[src/core/fpw_map.svh]
// register offsets, reset values, field positions and timing counts of the fan pwm block
// assumes a byte-wide register port with 8-bit addresses
`ifndef FPW_MAP_SVH
`define FPW_MAP_SVH

`define FPW_OFS_FAN_CHAR      8'h20
`define FPW_OFS_DUTY_CODE     8'h22
`define FPW_RST_FAN_CHAR      8'h1d
`define FPW_RST_DUTY_CODE     8'h55
`define FPW_FAN_CHAR_WR_MASK  8'hbf
`define FPW_BIT_SPINUP_DIS    7
`define FPW_FREQ_MSB          5
`define FPW_FREQ_LSB          3
`define FPW_STIME_MSB         2
`define FPW_STIME_LSB         0
`define FPW_DUTY_FULL         8'hff
`define FPW_DUTY_ZERO         8'h00
`define FPW_DUTY_MIN_RPM      8'h4d
`define FPW_DUTY_MIN_ON       8'h12
`define FPW_TB_NUM            32'h20
`define FPW_TB_DEN            32'h4e2
// pwm periods in 3.2 MHz ticks, strap high (Hz range), codes 0 to 7
`define FPW_PER_LO_0          19'h4e200
`define FPW_PER_LO_1          19'h34155
`define FPW_PER_LO_2          19'h21f7a
`define FPW_PER_LO_3          19'h1a0ab
`define FPW_PER_LO_4          19'h148f3
`define FPW_PER_LO_5          19'h109f5
`define FPW_PER_LO_6          19'h0c99d
`define FPW_PER_LO_7          19'h084fb
// pwm periods in 3.2 MHz ticks, strap low (kHz range), codes 0 to 5, 6 and 7 as 5
`define FPW_PER_HI_0          19'h00c80
`define FPW_PER_HI_1          19'h00140
`define FPW_PER_HI_2          19'h000a0
`define FPW_PER_HI_3          19'h00080
`define FPW_PER_HI_4          19'h0006b
`define FPW_PER_HI_5          19'h00050
// spin-up lengths in milliseconds, codes 0 to 7
`define FPW_SPIN_MS_0         13'h00c8
`define FPW_SPIN_MS_1         13'h0190
`define FPW_SPIN_MS_2         13'h0258
`define FPW_SPIN_MS_3         13'h0320
`define FPW_SPIN_MS_4         13'h03e8
`define FPW_SPIN_MS_5         13'h07d0
`define FPW_SPIN_MS_6         13'h0fa0
`define FPW_SPIN_MS_7         13'h1f40
`define FPW_SYS_MHZ           125
`define FPW_TB_KHZ            3200

`endif

[src/core/fpw_pkg.sv]
// types shared by the fan pwm block
// no imports; constants live in fpw_map.svh
package fpw_pkg;

	// control modes that decide where the applied duty comes from
	typedef enum logic [1:0] {
		FPW_MODE_SW_DUTY,
		FPW_MODE_SW_RPM,
		FPW_MODE_AUTO_TEMP
	} fpw_mode_e;

	// register access request
	typedef struct packed {
		logic       wr;
		logic [7:0] addr;
		logic [7:0] wdata;
	} fpw_req_s;

	// spin-up sequencer states
	typedef enum logic {
		FPW_SPIN_IDLE,
		FPW_SPIN_RUN
	} fpw_spin_e;

endpackage

[src/core/fpw_top.sv]
// fan pwm generator: duty code, frequency select, spin-up and read-back
// assumes register requests and mode inputs synchronous to clk_sys_i at 125 MHz
`timescale 1ns/1ns
`default_nettype none
`include "fpw_map.svh"

module fpw_top #(
	parameter int unsigned CYC_PER_MS = 125000 // system cycles per millisecond
) (
	input  wire logic              clk_sys_i,          // 125 MHz system clock
	input  wire logic              arst_n_i,           // asynchronous reset, active low
	input  wire fpw_pkg::fpw_req_s reg_req_i,          // register address, write strobe, data
	input  wire logic              reg_rd_i,           // read strobe
	output logic [7:0]             reg_rdata_o,        // read data, valid the cycle after reg_rd_i
	input  wire fpw_pkg::fpw_mode_e ctrl_mode_i,       // active control mode
	input  wire logic              speed_sense_mode_select_i, // 0 enables minimum-duty forcing
	input  wire logic [7:0]        computed_duty_i,    // duty from rpm or temperature loop
	input  wire logic              range_strap_i,      // 1: low frequency range, 0: high range
	input  wire logic              spinup_req_i,       // pulse: fan start requested
	output logic                   spinup_active_o,    // spin-up phase in progress
	output logic                   fan_pwm_o           // fan drive output
);

	logic [7:0]  fan_char_reg;     // fan characteristics register
	logic [7:0]  duty_code_reg;    // written duty code, shadow in other modes
	logic        strap_reg;        // range strap caught after reset release
	logic        strap_done_reg;   // strap already caught
	logic [10:0] tb_acc_reg;       // fractional timebase accumulator
	logic        tb_tick;          // one 3.2 MHz timebase tick
	logic [18:0] pos_reg;          // position inside the pwm period
	logic [18:0] period;           // period in timebase ticks
	logic [7:0]  duty_sel;         // duty before forcing, used for read-back
	logic [7:0]  duty_out;         // duty driving the output
	logic [16:0] ms_cnt_reg;       // system cycles inside one millisecond
	logic [12:0] spin_ms_reg;      // milliseconds left in spin-up
	logic [12:0] spin_len;         // selected spin-up length in ms
	fpw_pkg::fpw_spin_e spin_state_reg; // spin-up sequencer state
	logic [2:0]  freq_select;      // frequency select field
	logic [2:0]  spinup_time_select; // spin-up time field
	logic        spinup_disable;   // spin-up disable bit
	logic [27:0] lhs;              // pos scaled by 255
	logic [26:0] rhs;              // period scaled by duty

	assign freq_select        = fan_char_reg[`FPW_FREQ_MSB:`FPW_FREQ_LSB];
	assign spinup_time_select = fan_char_reg[`FPW_STIME_MSB:`FPW_STIME_LSB];
	assign spinup_disable     = fan_char_reg[`FPW_BIT_SPINUP_DIS];

	// register writes: fan characteristics with reserved bit masked
	always_ff @(posedge clk_sys_i or negedge arst_n_i) begin
		if (!arst_n_i) begin
			fan_char_reg <= `FPW_RST_FAN_CHAR;
		end else if (reg_req_i.wr && reg_req_i.addr == `FPW_OFS_FAN_CHAR) begin
			fan_char_reg <= reg_req_i.wdata & `FPW_FAN_CHAR_WR_MASK;
		end
	end

	// duty code register: always stores, only steers output in software duty mode
	always_ff @(posedge clk_sys_i or negedge arst_n_i) begin
		if (!arst_n_i) begin
			duty_code_reg <= `FPW_RST_DUTY_CODE;
		end else if (reg_req_i.wr && reg_req_i.addr == `FPW_OFS_DUTY_CODE) begin
			duty_code_reg <= reg_req_i.wdata;
		end
	end

	// strap is sampled once, on the first edge after reset release
	always_ff @(posedge clk_sys_i or negedge arst_n_i) begin
		if (!arst_n_i) begin
			strap_reg      <= 1'b1;
			strap_done_reg <= 1'b0;
		end else if (!strap_done_reg) begin
			strap_reg      <= range_strap_i;
			strap_done_reg <= 1'b1;
		end
	end

	// duty source and minimum forcing
	always_comb begin
		// software duty mode uses the register, shadowed value applies at once
		duty_sel = (ctrl_mode_i == fpw_pkg::FPW_MODE_SW_DUTY) ? duty_code_reg
			: computed_duty_i;
		duty_out = duty_sel;
		if (!speed_sense_mode_select_i) begin
			if (ctrl_mode_i == fpw_pkg::FPW_MODE_SW_RPM) begin
				// rpm mode holds the fan at a minimum drive
				if (duty_sel < `FPW_DUTY_MIN_RPM) begin
					duty_out = `FPW_DUTY_MIN_RPM;
				end
			end else if (duty_sel < `FPW_DUTY_MIN_ON) begin
				// too low to turn the fan reliably, switch it off
				duty_out = `FPW_DUTY_ZERO;
			end
		end
		if (spin_state_reg == fpw_pkg::FPW_SPIN_RUN) begin
			duty_out = `FPW_DUTY_FULL;
		end
	end

	// read data: unforced duty, reserved bit already zero in storage
	always_ff @(posedge clk_sys_i or negedge arst_n_i) begin
		if (!arst_n_i) begin
			reg_rdata_o <= 8'h00;
		end else if (reg_rd_i) begin
			case (reg_req_i.addr)
				`FPW_OFS_FAN_CHAR:  reg_rdata_o <= fan_char_reg;
				`FPW_OFS_DUTY_CODE: reg_rdata_o <= duty_sel;
				default:            reg_rdata_o <= 8'h00;
			endcase
		end
	end

	// 3.2 MHz timebase from 125 MHz by a 32/1250 fractional accumulator
	always_ff @(posedge clk_sys_i or negedge arst_n_i) begin
		if (!arst_n_i) begin
			tb_acc_reg <= 11'h000;
		end else if (tb_tick) begin
			tb_acc_reg <= 11'(32'(tb_acc_reg) + `FPW_TB_NUM - `FPW_TB_DEN);
		end else begin
			tb_acc_reg <= 11'(32'(tb_acc_reg) + `FPW_TB_NUM);
		end
	end
	assign tb_tick = (32'(tb_acc_reg) + `FPW_TB_NUM) >= `FPW_TB_DEN;

	// period per frequency code and range, in 3.2 MHz ticks
	always_comb begin
		if (strap_reg) begin
			case (freq_select)
				3'h0:    period = `FPW_PER_LO_0;
				3'h1:    period = `FPW_PER_LO_1;
				3'h2:    period = `FPW_PER_LO_2;
				3'h3:    period = `FPW_PER_LO_3;
				3'h4:    period = `FPW_PER_LO_4;
				3'h5:    period = `FPW_PER_LO_5;
				3'h6:    period = `FPW_PER_LO_6;
				default: period = `FPW_PER_LO_7;
			endcase
		end else begin
			case (freq_select)
				3'h0:    period = `FPW_PER_HI_0;
				3'h1:    period = `FPW_PER_HI_1;
				3'h2:    period = `FPW_PER_HI_2;
				3'h3:    period = `FPW_PER_HI_3;
				3'h4:    period = `FPW_PER_HI_4;
				default: period = `FPW_PER_HI_5;
			endcase
		end
	end

	// period counter, restarts when the period shrinks below the position
	always_ff @(posedge clk_sys_i or negedge arst_n_i) begin
		if (!arst_n_i) begin
			pos_reg <= 19'h00000;
		end else if (tb_tick) begin
			pos_reg <= (pos_reg >= period - 19'h00001) ? 19'h00000
				: pos_reg + 19'h00001;
		end
	end

	// high while pos/period < duty/255: linear, 0x00 never, 0xff always
	assign lhs = 28'({pos_reg, 8'h00}) - 28'(pos_reg);
	// both factors widened first so the product cannot wrap at 19 bits
	assign rhs = 27'(period) * 27'(duty_out);
	always_ff @(posedge clk_sys_i or negedge arst_n_i) begin
		if (!arst_n_i) begin
			fan_pwm_o <= 1'b0;
		end else begin
			fan_pwm_o <= lhs < 28'(rhs);
		end
	end

	// spin-up length in milliseconds
	always_comb begin
		case (spinup_time_select)
			3'h0:    spin_len = `FPW_SPIN_MS_0;
			3'h1:    spin_len = `FPW_SPIN_MS_1;
			3'h2:    spin_len = `FPW_SPIN_MS_2;
			3'h3:    spin_len = `FPW_SPIN_MS_3;
			3'h4:    spin_len = `FPW_SPIN_MS_4;
			3'h5:    spin_len = `FPW_SPIN_MS_5;
			3'h6:    spin_len = `FPW_SPIN_MS_6;
			default: spin_len = `FPW_SPIN_MS_7;
		endcase
	end

	// spin-up sequencer, timed in whole milliseconds
	always_ff @(posedge clk_sys_i or negedge arst_n_i) begin
		if (!arst_n_i) begin
			spin_state_reg <= fpw_pkg::FPW_SPIN_IDLE;
			spin_ms_reg    <= 13'h0000;
			ms_cnt_reg     <= 17'h00000;
		end else begin
			case (spin_state_reg)
				fpw_pkg::FPW_SPIN_IDLE: begin
					// a disabled spin-up ignores the time field entirely
					if (spinup_req_i && !spinup_disable) begin
						spin_state_reg <= fpw_pkg::FPW_SPIN_RUN;
						spin_ms_reg    <= spin_len;
						ms_cnt_reg     <= 17'h00000;
					end
				end
				fpw_pkg::FPW_SPIN_RUN: begin
					if (32'(ms_cnt_reg) >= CYC_PER_MS - 1) begin
						ms_cnt_reg  <= 17'h00000;
						spin_ms_reg <= spin_ms_reg - 13'h0001;
						if (spin_ms_reg == 13'h0001) begin
							spin_state_reg <= fpw_pkg::FPW_SPIN_IDLE;
						end
					end else begin
						ms_cnt_reg <= ms_cnt_reg + 17'h00001;
					end
				end
				default: spin_state_reg <= fpw_pkg::FPW_SPIN_IDLE;
			endcase
		end
	end
	assign spinup_active_o = spin_state_reg == fpw_pkg::FPW_SPIN_RUN;

endmodule
`default_nettype wire

[config.mk]
export PLATFORM = sky130hd
export DESIGN_NAME = fpw_top
export DESIGN_NICKNAME = d
export VERILOG_FILES = /design/src/core/fpw_pkg.sv /design/src/core/fpw_top.sv
export VERILOG_INCLUDE_DIRS = /design/src /design/src/core
export SDC_FILE = /design/constraint.sdc
export NUM_CORES = 1
export LEC_CHECK = 0
export BUFFER_PORTS_ARGS = -buffer_cell sky130_fd_sc_hd__buf_2
export CORE_UTILIZATION = 65
export CTS_CLUSTER_SIZE = 16
export DETAILED_ROUTE_END_ITERATION = 6
export PLACE_DENSITY = 0.85
export SLEW_MARGIN = 30
export SYNTH_ARGS = -nofsm -noshare
export SYNTH_HDL_FRONTEND = slang
export SYNTH_SLANG_ARGS = --single-unit
[constraint.sdc]
create_clock -name clk_sys_i -period 11.6 [get_ports clk_sys_i]
set_clock_uncertainty 0.1 [all_clocks]
set_input_delay 0.58 -clock clk_sys_i [delete_from_list [all_inputs] [get_ports clk_sys_i]]
set_output_delay 0.58 -clock clk_sys_i [all_outputs]
set_load 0.05 [all_outputs]
==> results of run 1 <==
==> critical path, cell delays in order <==
cell	delay [ps]
sky130_fd_sc_hd__buf_2	130
sky130_fd_sc_hd__nor2_2	560
sky130_fd_sc_hd__mux2i_1	400
sky130_fd_sc_hd__a21oi_1	110
sky130_fd_sc_hd__or4_4	500
sky130_fd_sc_hd__nor2_1	240
sky130_fd_sc_hd__o21a_1	700
sky130_fd_sc_hd__nor2_1	130
sky130_fd_sc_hd__fa_1	550
sky130_fd_sc_hd__fa_1	460
sky130_fd_sc_hd__fa_1	540
sky130_fd_sc_hd__inv_1	60
sky130_fd_sc_hd__fa_1	540
sky130_fd_sc_hd__inv_1	40
sky130_fd_sc_hd__ha_1	370
sky130_fd_sc_hd__and3_1	210
sky130_fd_sc_hd__a221o_1	370
sky130_fd_sc_hd__a31oi_1	220
sky130_fd_sc_hd__o2111ai_1	230
sky130_fd_sc_hd__a211o_1	360
sky130_fd_sc_hd__o211a_1	230
sky130_fd_sc_hd__a311o_1	320
sky130_fd_sc_hd__ha_1	300
sky130_fd_sc_hd__nand4_1	90
sky130_fd_sc_hd__nor2_1	170
sky130_fd_sc_hd__nand3_1	120
sky130_fd_sc_hd__a211oi_1	210
sky130_fd_sc_hd__nor3_1	90
==> synth_stat cells, drive strengths merged (10+ instances only) <==
cell | instances | share of area [%]
xnor2 | 45 | 3.4
fa | 102 | 17
a211oi | 10 | 0.64
mux2 | 18 | 1.7
nand2b | 12 | 0.64
xor2 | 25 | 1.9
o22ai | 16 | 0.86
nor2b | 19 | 1.0
nor3 | 16 | 0.69
a21o | 29 | 1.9
or2 | 11 | 0.59
nor4 | 15 | 0.80
a21oi | 65 | 2.8
nand4 | 19 | 1.0
inv | 157 | 5.0
clkbuf | 31 | 1.0
buf | 22 | 1.1
nand2 | 105 | 3.4
nand3 | 39 | 1.7
a31oi | 15 | 0.80
ha | 115 | 12
o21ai | 95 | 4.1
nor2 | 197 | 6.5
dfrtp | 77 | 17
and3 | 22 | 1.2
o31ai | 12 | 0.81
==> path summary, 6_finish.rpt <==
check,endpoint,start,slack (ps),cells after the start
setup / recovery,fan_pwm_o$_DFF_PN0_,ctrl_mode_i[0],2880,28
hold / removal,pos_reg[17]$_DFFE_PN0N_,arst_n_i,40,1
setup reg to reg,fan_pwm_o$_DFF_PN0_,duty_code_reg[1]$_DFFE_PN0P_,3240,27
hold reg to reg,strap_reg$_DFFE_PN1N_,strap_done_reg$_DFF_PN0_,410,1
max in group asynchronous,reg_rdata_o[0]$_DFFE_PN0P_,arst_n_i,10250,2
min in group clk_sys_i,duty_code_reg[6]$_DFFE_PN1P_,reg_req_i[6],370,2
==> final cells by class <==
class	instances	area, sq um
Timing Repair Buffer	51	278
Tap cell	225	282
Clock buffer	11	253
Multi-Input combinational cell	1113	8700
Fill cell	1388	5110
Clock inverter	5	41.3
Sequential cell	86	2160
Inverter	158	593
==> placed cells by master (no fill, tap or decap), types with 11 or more instances in the layout <==
cell,n
sky130_fd_sc_hd__o31ai_1,11
sky130_fd_sc_hd__nand3_1,39
sky130_fd_sc_hd__a31oi_1,15
sky130_fd_sc_hd__nor2_1,192
sky130_fd_sc_hd__xor2_1,25
sky130_fd_sc_hd__fa_1,102
sky130_fd_sc_hd__nor3_1,16
sky130_fd_sc_hd__and3_1,22
sky130_fd_sc_hd__ha_1,115
sky130_fd_sc_hd__mux2_2,18
sky130_fd_sc_hd__buf_2,42
sky130_fd_sc_hd__nor2b_1,19
sky130_fd_sc_hd__nand2_1,104
sky130_fd_sc_hd__nand2b_1,12
sky130_fd_sc_hd__dfrtp_1,77
sky130_fd_sc_hd__xnor2_1,45
sky130_fd_sc_hd__o21ai_0,88
sky130_fd_sc_hd__a21o_1,29
sky130_fd_sc_hd__nand4_1,19
sky130_fd_sc_hd__a21oi_1,63
sky130_fd_sc_hd__o22ai_1,15
sky130_fd_sc_hd__inv_1,157
sky130_fd_sc_hd__nor4_1,15
==> per-stage QoR <==
step	util (%)	total power, mW
2_1_floorplan	-	1.60
3_3_place_gp	68.8	1.89
3_5_place_dp	68.9	1.96
4_1_cts	70.6	2.26
5_1_grt	70.7	2.50
6_report	70.7	2.26
==> layer usage <==
layer	global-route usage [%]	up-vias	part of all wire, %
met2	56.2	495	49
li1	-	4856	-
met5	0	-	0
met4	14.7	0	3.5
met3	5.56	102	7.7
met1	43.2	5020	40
==> report_power, final <==
part | total (mW) | switching [mW] | internal (mW) | leakage [nW]
clock network | 0.284 | 0.126 | 0.158 | 0.138
registers | 0.354 | 0.0321 | 0.322 | 1.07
logic | 1.63 | 0.936 | 0.691 | 4.75
total | 2.26 | 1.09 | 1.17 | 5.96
==> kinds of logic after synthesis <==
group,share of synthesized area (%)
compound gates,17.0
xor+xnor,5.25
fa+ha+maj,29.9
buf+inv,7.19
flops,18.5
mux,2.51
other cells,0.0321
simple gates,19.6
==> results summary, run 1 <==
The run finished with clean final reports. The count of input and output buffers is 42. The per-cell via count in the routed design came out at 6.35. Of the synthesized area, sequential elements account for 18.5%. The max-slew violation total from the final report came out at 0. The via count of the first global-routing pass is 10,300. Setup repair after global routing left no endpoint under its margin. The peak clock frequency supported by timing is 115 MHz. The maximum net fanout on the critical path came out at 19. Once detail routing completed, the nets flagged for antenna violations numbered 0.

For the pin with the worst max-slew slack, the measured transition is 1040 ps. The post-synth net total came out at 1,660. The residual DRC count came out at 0.

The die is 136 microns wide. The leakage component of the power came out at 5.96 nW. The count of flip-flops with a built-in enable after synthesis came out at 0.

The overall fraction of global-route tracks in use is 33.8%. Measured against its own limit, the worst slew margin works out to 30.6%. The data arrival time of the critical path is 8840 ps. Data on the critical path is required at its endpoint by 11,730 ps.

Each instance of the synthesized netlist takes up on average 8.28 sq um. The worst hold slack across all endpoints came out at 36.4 ps. Buffers added to address setup during post-CTS repair amount to 0. The detailed router's first-iteration violation count is 992.

The max-capacitance violation count came out at 0. The H-tree was split into 3 levels. The final RePlAce weighted congestion came out at 0.928. The worst min-delay path category is input port to asynchronous set/reset pin. The sum of routed wire length over all layers came out at 30,200 microns. The quantity of hold-fixing buffers added after cts is 0.

Before CTS, the worst setup slack after placement is 2750 ps. Clock tree synthesis inserted a total of 9 buffers. The number of antenna violations at the first check in global routing came to 0. Once the floorplan was initialized, standard cells occupied 67.0% of the core. The distinct cell type count after synthesis came out at 83. The placed cell count came out at 1,633.

In the synthesized netlist the dominant register cell turns out to be sky130_fd_sc_hd__dfrtp_1. The worst path uses 75.1% of the clock period. The die height came out at 136 microns. The flip-flop count of the largest register, all copies and words added came out at 19. Of the cells placed in the final design, the portion with a size suffix greater than 1 is 8.64%. The detailed router placed 10,500 vias in this run.

The class of the most critical setup path is input port to flop. The mapped cell area is 11,700 sq um. The area added between synthesis and finish came out at 5.39%. Setup violations remaining at the end of the flow were counted as 0. The final cell area excluding filler cells is 12,300 sq um. STA classifies the critical path startpoint as an input port.

In this run the power density over the cells is 184 nW/um^2. The first-pass detailed-route iteration total came out at 6. The number of sinks on the clock net is 86.

The clock edge transition at the registers on the reported setup and hold paths is 70 ps. The final routed wire length divided by cell count is 18.3 microns. The largest net degree at the start of global routing came out at 64. The synthesized netlist cell count came out at 1,410.

The hold violation total from the final report is 0. The die covers 18,500 sq um. The maximum buffer depth of the clock tree is 2. The number of warnings issued by yosys came out at 0. The async set-reset flop share out of synthesis came out at 100%. For this run, the number of standard cells in the final layout without fillers is 1,649. The number of top-level pins came out at 43. Clock latency on the worst-skew pair, taken at its later pin, is 340 ps. The root buffer cell chosen for the clock tree is sky130_fd_sc_hd__clkbuf_16.

The total overflow reported by the global router came out at 0. TritonCTS built the clock tree. The first global-routing pass estimated 49,500 microns of wire. The synthesized design contains 86 register bits. The maximum vdd drop came out at 0.210 mV. After the last flow step, the layout net total stands at 1,669. The total of cells resized after clock tree synthesis is 0. The number of antenna diodes in the final layout is 0.

After floorplanning, the core was sized to cover 17,400 sq um. The summed negative setup slack over all endpoints is 0 ps. The shortest clock period the worst path allows after layout came out at 8720 ps. The count of standard-cell rows came out at 48.

The worst setup path is captured at a flop. The instance area after placement is 12,000 sq um. Setup slack on the critical path of the routed design comes to 2880 ps. The half-perimeter wire length after placement is 23,000 microns.
No activity file was read; power rests on OpenSTA's default activity.
==> run 2: changes to the inputs <==
Clock period 11.6 ns to 8.3 ns, I/O delays scaled along.
==> results summary, run 2 (synthesized netlist as in run 1, its figures left out) <==
The run finished with clean final reports. The antenna cell count was 0 (unchanged). The routed via count came out at 10,600 (+0.84%). The post-route core utilization is 72.0% (+1.3 points).

The footprint of the multi-input gates came out at 8730 sq um (+0.36%). The library cell used most frequently in the layout, excluding fill and tap cells, is sky130_fd_sc_hd__nor2_1. The per-cell via count in the routed design is 6.31 (-0.67%). The area enclosed by the die boundary is 18,500 sq um (unchanged).

The clock edge transition at the registers on the reported setup and hold paths is 80 ps (about the same). The net switching fraction of the power came out at 48.3% (about the same). The share of the clock period used by the worst path after layout is 95.5%.

Leaving out fill and tap cells, the most frequent cells in the layout are sky130_fd_sc_hd__nor2_1, sky130_fd_sc_hd__inv_1, sky130_fd_sc_hd__ha_1. The internal power of the cells is 1.67 mW (+42%). The latest clock arrival within the worst-skew pair was 350 ps (about the same). The flip-flop count of the largest register, all copies and words added came out at 19 (unchanged). The via count of the first global-routing pass came out at 10,200 (-0.39%). The longest individual stage delay on the worst path came out at 570 ps (-130 ps). The number of antenna violations at the first check in global routing came out at 0 (unchanged). The max-slew violation total from the final report was 0 (unchanged).

The count of final setup violators was 0 (unchanged). By instance count, the cell type seen most on the critical path is sky130_fd_sc_hd__fa_1. STA classifies the critical path endpoint as a flop. The cell with the biggest individual delay on the critical path is sky130_fd_sc_hd__fa_1. The register share of total power is 15.3% (-0.3 points). The worst hold path belongs to the class input port to flop. The number of filler instances in the final layout is 1,340 (-3.5%).

The cell sitting at the root of the clock tree is a sky130_fd_sc_hd__clkbuf_16. The peak clock frequency supported by timing came out at 126 MHz. The hold violation total from the final report came out at 0 (unchanged).

The sequential cell area came out at 2160 sq um (unchanged). The net count of the finished layout came out at 1,694 (+1.5%). The number of buffers created by CTS is 9 (unchanged). The overall fraction of global-route tracks in use was 33.9% (+0.12 points). The count of standard-cell rows is 48 (unchanged). The residual DRC count came out at 0 (unchanged). The maximum vdd drop came out at 0.270 mV (+29%). The instance area after placement is 12,100 sq um (+1.1%). The total overflow reported by the global router was 0 (unchanged). The final routed wire length divided by cell count is 18.2 microns (-0.59%).

TritonCTS built the clock tree. The first-pass detailed-route iteration total came out at 5 (-1). The count of input and output buffers is 42 (unchanged). The number of top-level pins came out at 43 (unchanged). The clock share of power is 13.6% (+1.1 points). The final cell area excluding filler cells came out at 12,500 sq um (+1.9%). The power per standard cell area came out at 257 nW/um^2 (+40%). The critical path is of the flop to flop type. The largest net degree at the start of global routing is 64 (unchanged). The area added between synthesis and finish is 7.38%. The maximum net fanout on the critical path is 7 (-12). The first-pass GRT wire length is 49,300 microns (-0.29%). The worst hold slack across all endpoints came out at 197 ps (+160 ps).

The sum of routed wire length over all layers is 30,500 microns (+0.91%). The switching power is 1.56 mW (+42%). For the finished layout, the period the worst path requires is 7930 ps. The final RePlAce weighted congestion is 0.961 (+3.5%). The data required time of the critical path was 8430 ps (-3300 ps). The residual antenna-violating net count after detailed routing was 0 (unchanged). The max-capacitance violation count is 0 (unchanged). The worst relative slew slack is 31.8% (+1.2 points).

The detailed router's first-iteration violation count is 771 (-22%). The leakage component of the power is 6.10 nW (+2.4%). The relative contribution of combinational cells to total power is 71.1% (-0.7 points). The data arrival time of the critical path is 8060 ps (-780 ps).

The die height is 136 microns (unchanged). The number of sinks on the clock net was 86 (unchanged). The area of the core came out at 17,400 sq um (unchanged). The share of cells above drive strength 1 is 10.3% (+1.6 points). The worst-margin pin slew is 1020 ps (-25.1 ps). The width of the chip was 136 microns (unchanged). The half-perimeter wire length after placement is 23,300 microns (+0.94%). The maximum level of the CTS H-tree is 3 (unchanged).

The maximum buffer depth of the clock tree was 2 (unchanged). The effective utilization at floorplan came out at 67.0% (unchanged). The element type at the critical path start is a flop.
[run 2: cell types whose count changed in the layout (fill, tap and decap cells not counted), sizes merged]
cell	delta
dlygate4sd3	+1
buf	+23
nor2	+1
clkinvlp	-2
clkbuf	-2
inv	+4
bufinv	+1
clkinv	-1
[run 2: area by class of cell]
cell class | count | area share, %
clock buffer | 9 | 1.80
multi-input combinational | 1114 | 69.6
clock inverter | 7 | 0.698
tap | 225 | 2.25
sequential | 86 | 17.3
inverter | 158 | 4.73
timing repair buffer | 75 | 3.67
[run 2: path summary, 6_finish.rpt]
kind | startpoint | slack [ps] | endpoint | depth (start not counted)
max | duty_code_reg[1]$_DFFE_PN0P_ | 370 | fan_pwm_o$_DFF_PN0_ | 29
min | reg_req_i[6] | 200 | duty_code_reg[6]$_DFFE_PN1P_ | 2
max reg2reg | duty_code_reg[1]$_DFFE_PN0P_ | 370 | fan_pwm_o$_DFF_PN0_ | 29
min reg2reg | ms_cnt_reg[15]$_DFFE_PN0P_ | 390 | ms_cnt_reg[15]$_DFFE_PN0P_ | 1
max in group asynchronous | arst_n_i | 6580 | duty_code_reg[5]$_DFFE_PN0P_ | 3
min in group asynchronous | arst_n_i | 410 | pos_reg[18]$_DFFE_PN0N_ | 2
[run 2: metal layers]
layer	vias up	GRT usage (%)	wire length, microns
met4	0	14.0	1100
met3	90	5.52	2550
li1	4906	-	-
met1	5085	43.5	12100
met2	480	56.7	14700
met5	-	0	0
[run 2: power by group through the flow]
stage	clock, mW	combinational (mW)	sequential [mW]
after floorplan	0	1.75	0.483
after global placement	0	2.14	0.498
after detailed placement	0	2.23	0.498
after CTS	0.441	2.25	0.491
after global routing	0.459	2.59	0.498
final	0.438	2.29	0.493
[run 2: repair_timing]
item,in CTS,in global routing
hold buffers,1,0
endpoints found under the setup margin,0,1
resized for setup,0,12
hold endpoints to repair,23,0
setup buffers,0,4
[run 2: critical path: cells and delay by family (launching register included)]
family                     cells  cell delay [ps]
AOI/OAI and AO/OA             10             2290
adders and majority gates      6             2730
buffers and inverters          3              250
DFF                            1              420
and+or+nand+nor               10             2020
[run 2: through the flow]
| stage | instances | setup slack [ps] | total power, mW | TNS, ps |
|---|---|---|---|---|
| 3_3_place_gp | 1651 | 303 | 2.64 | 0 |
| 2_1_floorplan | 1410 | 772 | 2.23 | 0 |
| 3_5_place_dp | 1652 | 95.4 | 2.73 | 0 |
| 6_report | 1674 | 374 | 3.22 | 0 |
| 4_1_cts | 1669 | 369 | 3.18 | 0 |
| 5_1_grt | 1674 | -10.1 | 3.54 | -10.1 |
==> run 3: changes to the inputs <==
Clock period 8.3 ns to 7.3 ns, I/O delays scaled along.
==> results summary, run 3 (synthesized netlist as in run 1, its figures left out) <==
The run finished, with violations left. The final reports fail on DRC, setup timing. The routed via count came out at 11,300 (+7.1%). The die height came out at 136 microns (unchanged).

The clock edge transition at the registers on the reported setup and hold paths came to 70 ps (about the same). The residual DRC count is 1 (+1). The instance area after placement was 12,800 sq um (+5.4%). The number of filler instances in the final layout came to 1,139 (-15%).

The max-capacitance violation count is 0 (unchanged). The final RePlAce weighted congestion was 0.940 (-2.2%). The worst setup path is captured at a flop. The maximum net fanout on the critical path is 5 (-2). The via count of the first global-routing pass is 11,200 (+9.9%).

The number of antenna violations at the first check in global routing is 0 (unchanged). The data required time of the critical path came out at 7480 ps (-950 ps). In this run the worst hold path is classified as input port to flop. The detailed router's first-iteration violation count came out at 1,050 (+36%).

The per-cell via count in the routed design is 6.40 (+1.4%). The cell with the biggest individual delay on the critical path is sky130_fd_sc_hd__fa_1. The first-pass GRT wire length is 54,800 microns (+11%). The summed negative setup slack over all endpoints came out at -335 ps (-335 ps).

Among the stages of the critical path, the cell type that occurs most often is sky130_fd_sc_hd__a21oi_1. The count of standard-cell rows came out at 48 (unchanged). The area added between synthesis and finish came out at 17.0%. The area of the core came to 17,400 sq um (unchanged).

The sequential cell area is 2160 sq um (unchanged). The effective utilization at floorplan came out at 67.0% (unchanged). The share of the clock period used by the worst path after layout came out at 105% (+9.1 points). The longest individual stage delay on the worst path came out at 560 ps (about the same). The data arrival time of the critical path is 7810 ps (-250 ps).

The half-perimeter wire length after placement is 24,400 microns (+4.9%). The hold violation total from the final report came out at 0 (unchanged). The clock tree from TritonCTS is built. STA classifies the critical path startpoint as a flop. The area enclosed by the die boundary is 18,500 sq um (unchanged). The number of buffers created by CTS is 9 (unchanged). The number of standard cells in the layout, taps in and fillers out is 1,768 (+5.6%). The global-route track usage on met1 is 46.6% (+3.1 points).

The width of the chip is 136 microns (unchanged). The first-pass detailed-route iteration total is 7 (+2). The number of sinks on the clock net came out at 86 (unchanged). The final routed wire length divided by cell count is 19.4 microns (+6.6%). The maximum buffer depth of the clock tree came out at 2 (unchanged). The library cells used most frequently in the layout, excluding fill and tap cells, are sky130_fd_sc_hd__nor2_1, sky130_fd_sc_hd__inv_1, sky130_fd_sc_hd__buf_4. The leakage component of the power is 6.60 nW (+8.3%). The post-route core utilization came out at 78.4% (+6.4 points). The final cell area excluding filler cells is 13,700 sq um (+9.0%). The total overflow reported by the global router came out at 0 (unchanged). Setup repair after global routing could not meet its margin everywhere. The net count of the finished layout came out at 1,788 (+5.5%). The least setup slack across all paths after layout is -335 ps (-709 ps). The overall fraction of global-route tracks in use is 38.1% (+4.2 points). The count of input and output buffers is 42 (unchanged). The total power consumption of the routed design is 4.53 mW (+41%). The met2 track demand over resource in global routing is 61.1% (+4.3 points). The count of final setup violators came to 1 (+1). The residual antenna-violating net count after detailed routing is 0 (unchanged). The footprint of the multi-input gates came out at 9020 sq um (+3.4%). The fraction of met3 tracks used by global routing came out at 8.05% (+2.5 points).

The worst setup path is of the flop to flop kind. The number of top-level pins came out at 43 (unchanged). The worst hold slack across all endpoints is 151 ps (-45.4 ps).

The flip-flop count of the largest register, all copies and words added was 19 (unchanged). The maximum level of the CTS H-tree came to 3 (unchanged). The max-slew violation total from the final report is 0 (unchanged). The shortest clock period the worst path allows after layout came out at 7640 ps (-291 ps). The largest net degree at the start of global routing is 66 (+3.1%). The power per standard cell area came to 332 nW/um^2 (+29%). The setup slack at placement is -593 ps (-688 ps). The most common library cell in the layout ignoring fill and taps is sky130_fd_sc_hd__nor2_1.

The worst-margin pin slew came out at 852 ps (-165 ps). After global routing, the most crowded layer is met2. The maximum vdd drop came out at 0.378 mV (+40%). The latest clock arrival within the worst-skew pair is 360 ps (about the same).

The peak clock frequency supported by timing is 131 MHz (+3.8%). The placed cell count was 1,727 (+4.5%). The share of cells above drive strength 1 is 19.2% (+9.0 points). The sum of routed wire length over all layers is 34,300 microns (+13%).

The worst relative slew slack is 43.2% (+11 points). In this run the clock root is driven by a sky130_fd_sc_hd__clkbuf_16. The antenna cell count came out at 0 (unchanged).
==> run 3: cell count changes in the layout (fill, tap and decap cells not counted), moves of 4 or more <==
cell and delta:
sky130_fd_sc_hd__nor2_2 +6, sky130_fd_sc_hd__o21ai_1 +4, sky130_fd_sc_hd__o21ai_0 -6, sky130_fd_sc_hd__buf_12 +5
sky130_fd_sc_hd__fa_2 +7, sky130_fd_sc_hd__buf_4 +87, sky130_fd_sc_hd__ha_4 +9, sky130_fd_sc_hd__ha_1 -10
sky130_fd_sc_hd__inv_2 +12, sky130_fd_sc_hd__nor2_1 -9, sky130_fd_sc_hd__inv_1 -12, sky130_fd_sc_hd__fa_1 -7
==> run 3: repair_timing <==
| action | CTS | global route |
|---|---|---|
| pin swaps | 77 | 33 |
| resized for setup | 67 | 13 |
| cloned | 2 | 0 |
| setup endpoints to repair | 1 | 1 |
| endpoints found under the hold margin | 21 | 0 |
| buffers inserted | 10 | 14 |
| hold buffers | 1 | 0 |
==> run 3: routing by layer <==
layer,vias up,part of all wire [%],wire [microns]
li1,5091,-,-
met1,5378,38,13000
met2,638,47,16300
met3,204,8.6,2950
met4,0,6.1,2080
met5,-,0,0
==> run 3: final timing paths <==
path	start	endpoint	slack [ps]	cells past startpoint
max in group asynchronous	arst_n_i	strap_done_reg$_DFF_PN0_	5640	3
min in group asynchronous	arst_n_i	pos_reg[14]$_DFFE_PN0N_	340	2
worst max register to register	duty_code_reg[2]$_DFFE_PN1P_	fan_pwm_o$_DFF_PN0_	-340	33
worst max-delay path	duty_code_reg[2]$_DFFE_PN1P_	fan_pwm_o$_DFF_PN0_	-340	33
worst min register to register	ms_cnt_reg[15]$_DFFE_PN0P_	ms_cnt_reg[15]$_DFFE_PN0P_	390	1
worst min-delay path	reg_req_i[6]	duty_code_reg[6]$_DFFE_PN1P_	150	2
==> run 3: cell type report <==
class                      count  share of cell area (%)
clock inverter                 5                   0.595
inverter                     158                    4.34
multi-input combinational   1113                    66.1
tap                          225                    2.06
sequential                    86                    15.8
clock buffer                  11                    1.78
timing repair buffer         170                    9.33
==> run 3: where the power goes <==
group	leakage (nW)	internal, mW	switching [mW]
Clock	0.156	0.310	0.201
Sequential	1.07	0.511	0.0458
Combinational	5.38	1.65	1.81
==> run 3: critical path, delay by kind of cell (launching register included) <==
| family | cells | cell delay [ps] |
|---|---|---|
| compound gates | 16 | 2610 |
| xor+xnor | 1 | 80 |
| fa+ha+maj | 6 | 2440 |
| buf+inv | 5 | 630 |
| flops | 1 | 380 |
| simple gates | 5 | 1300 |
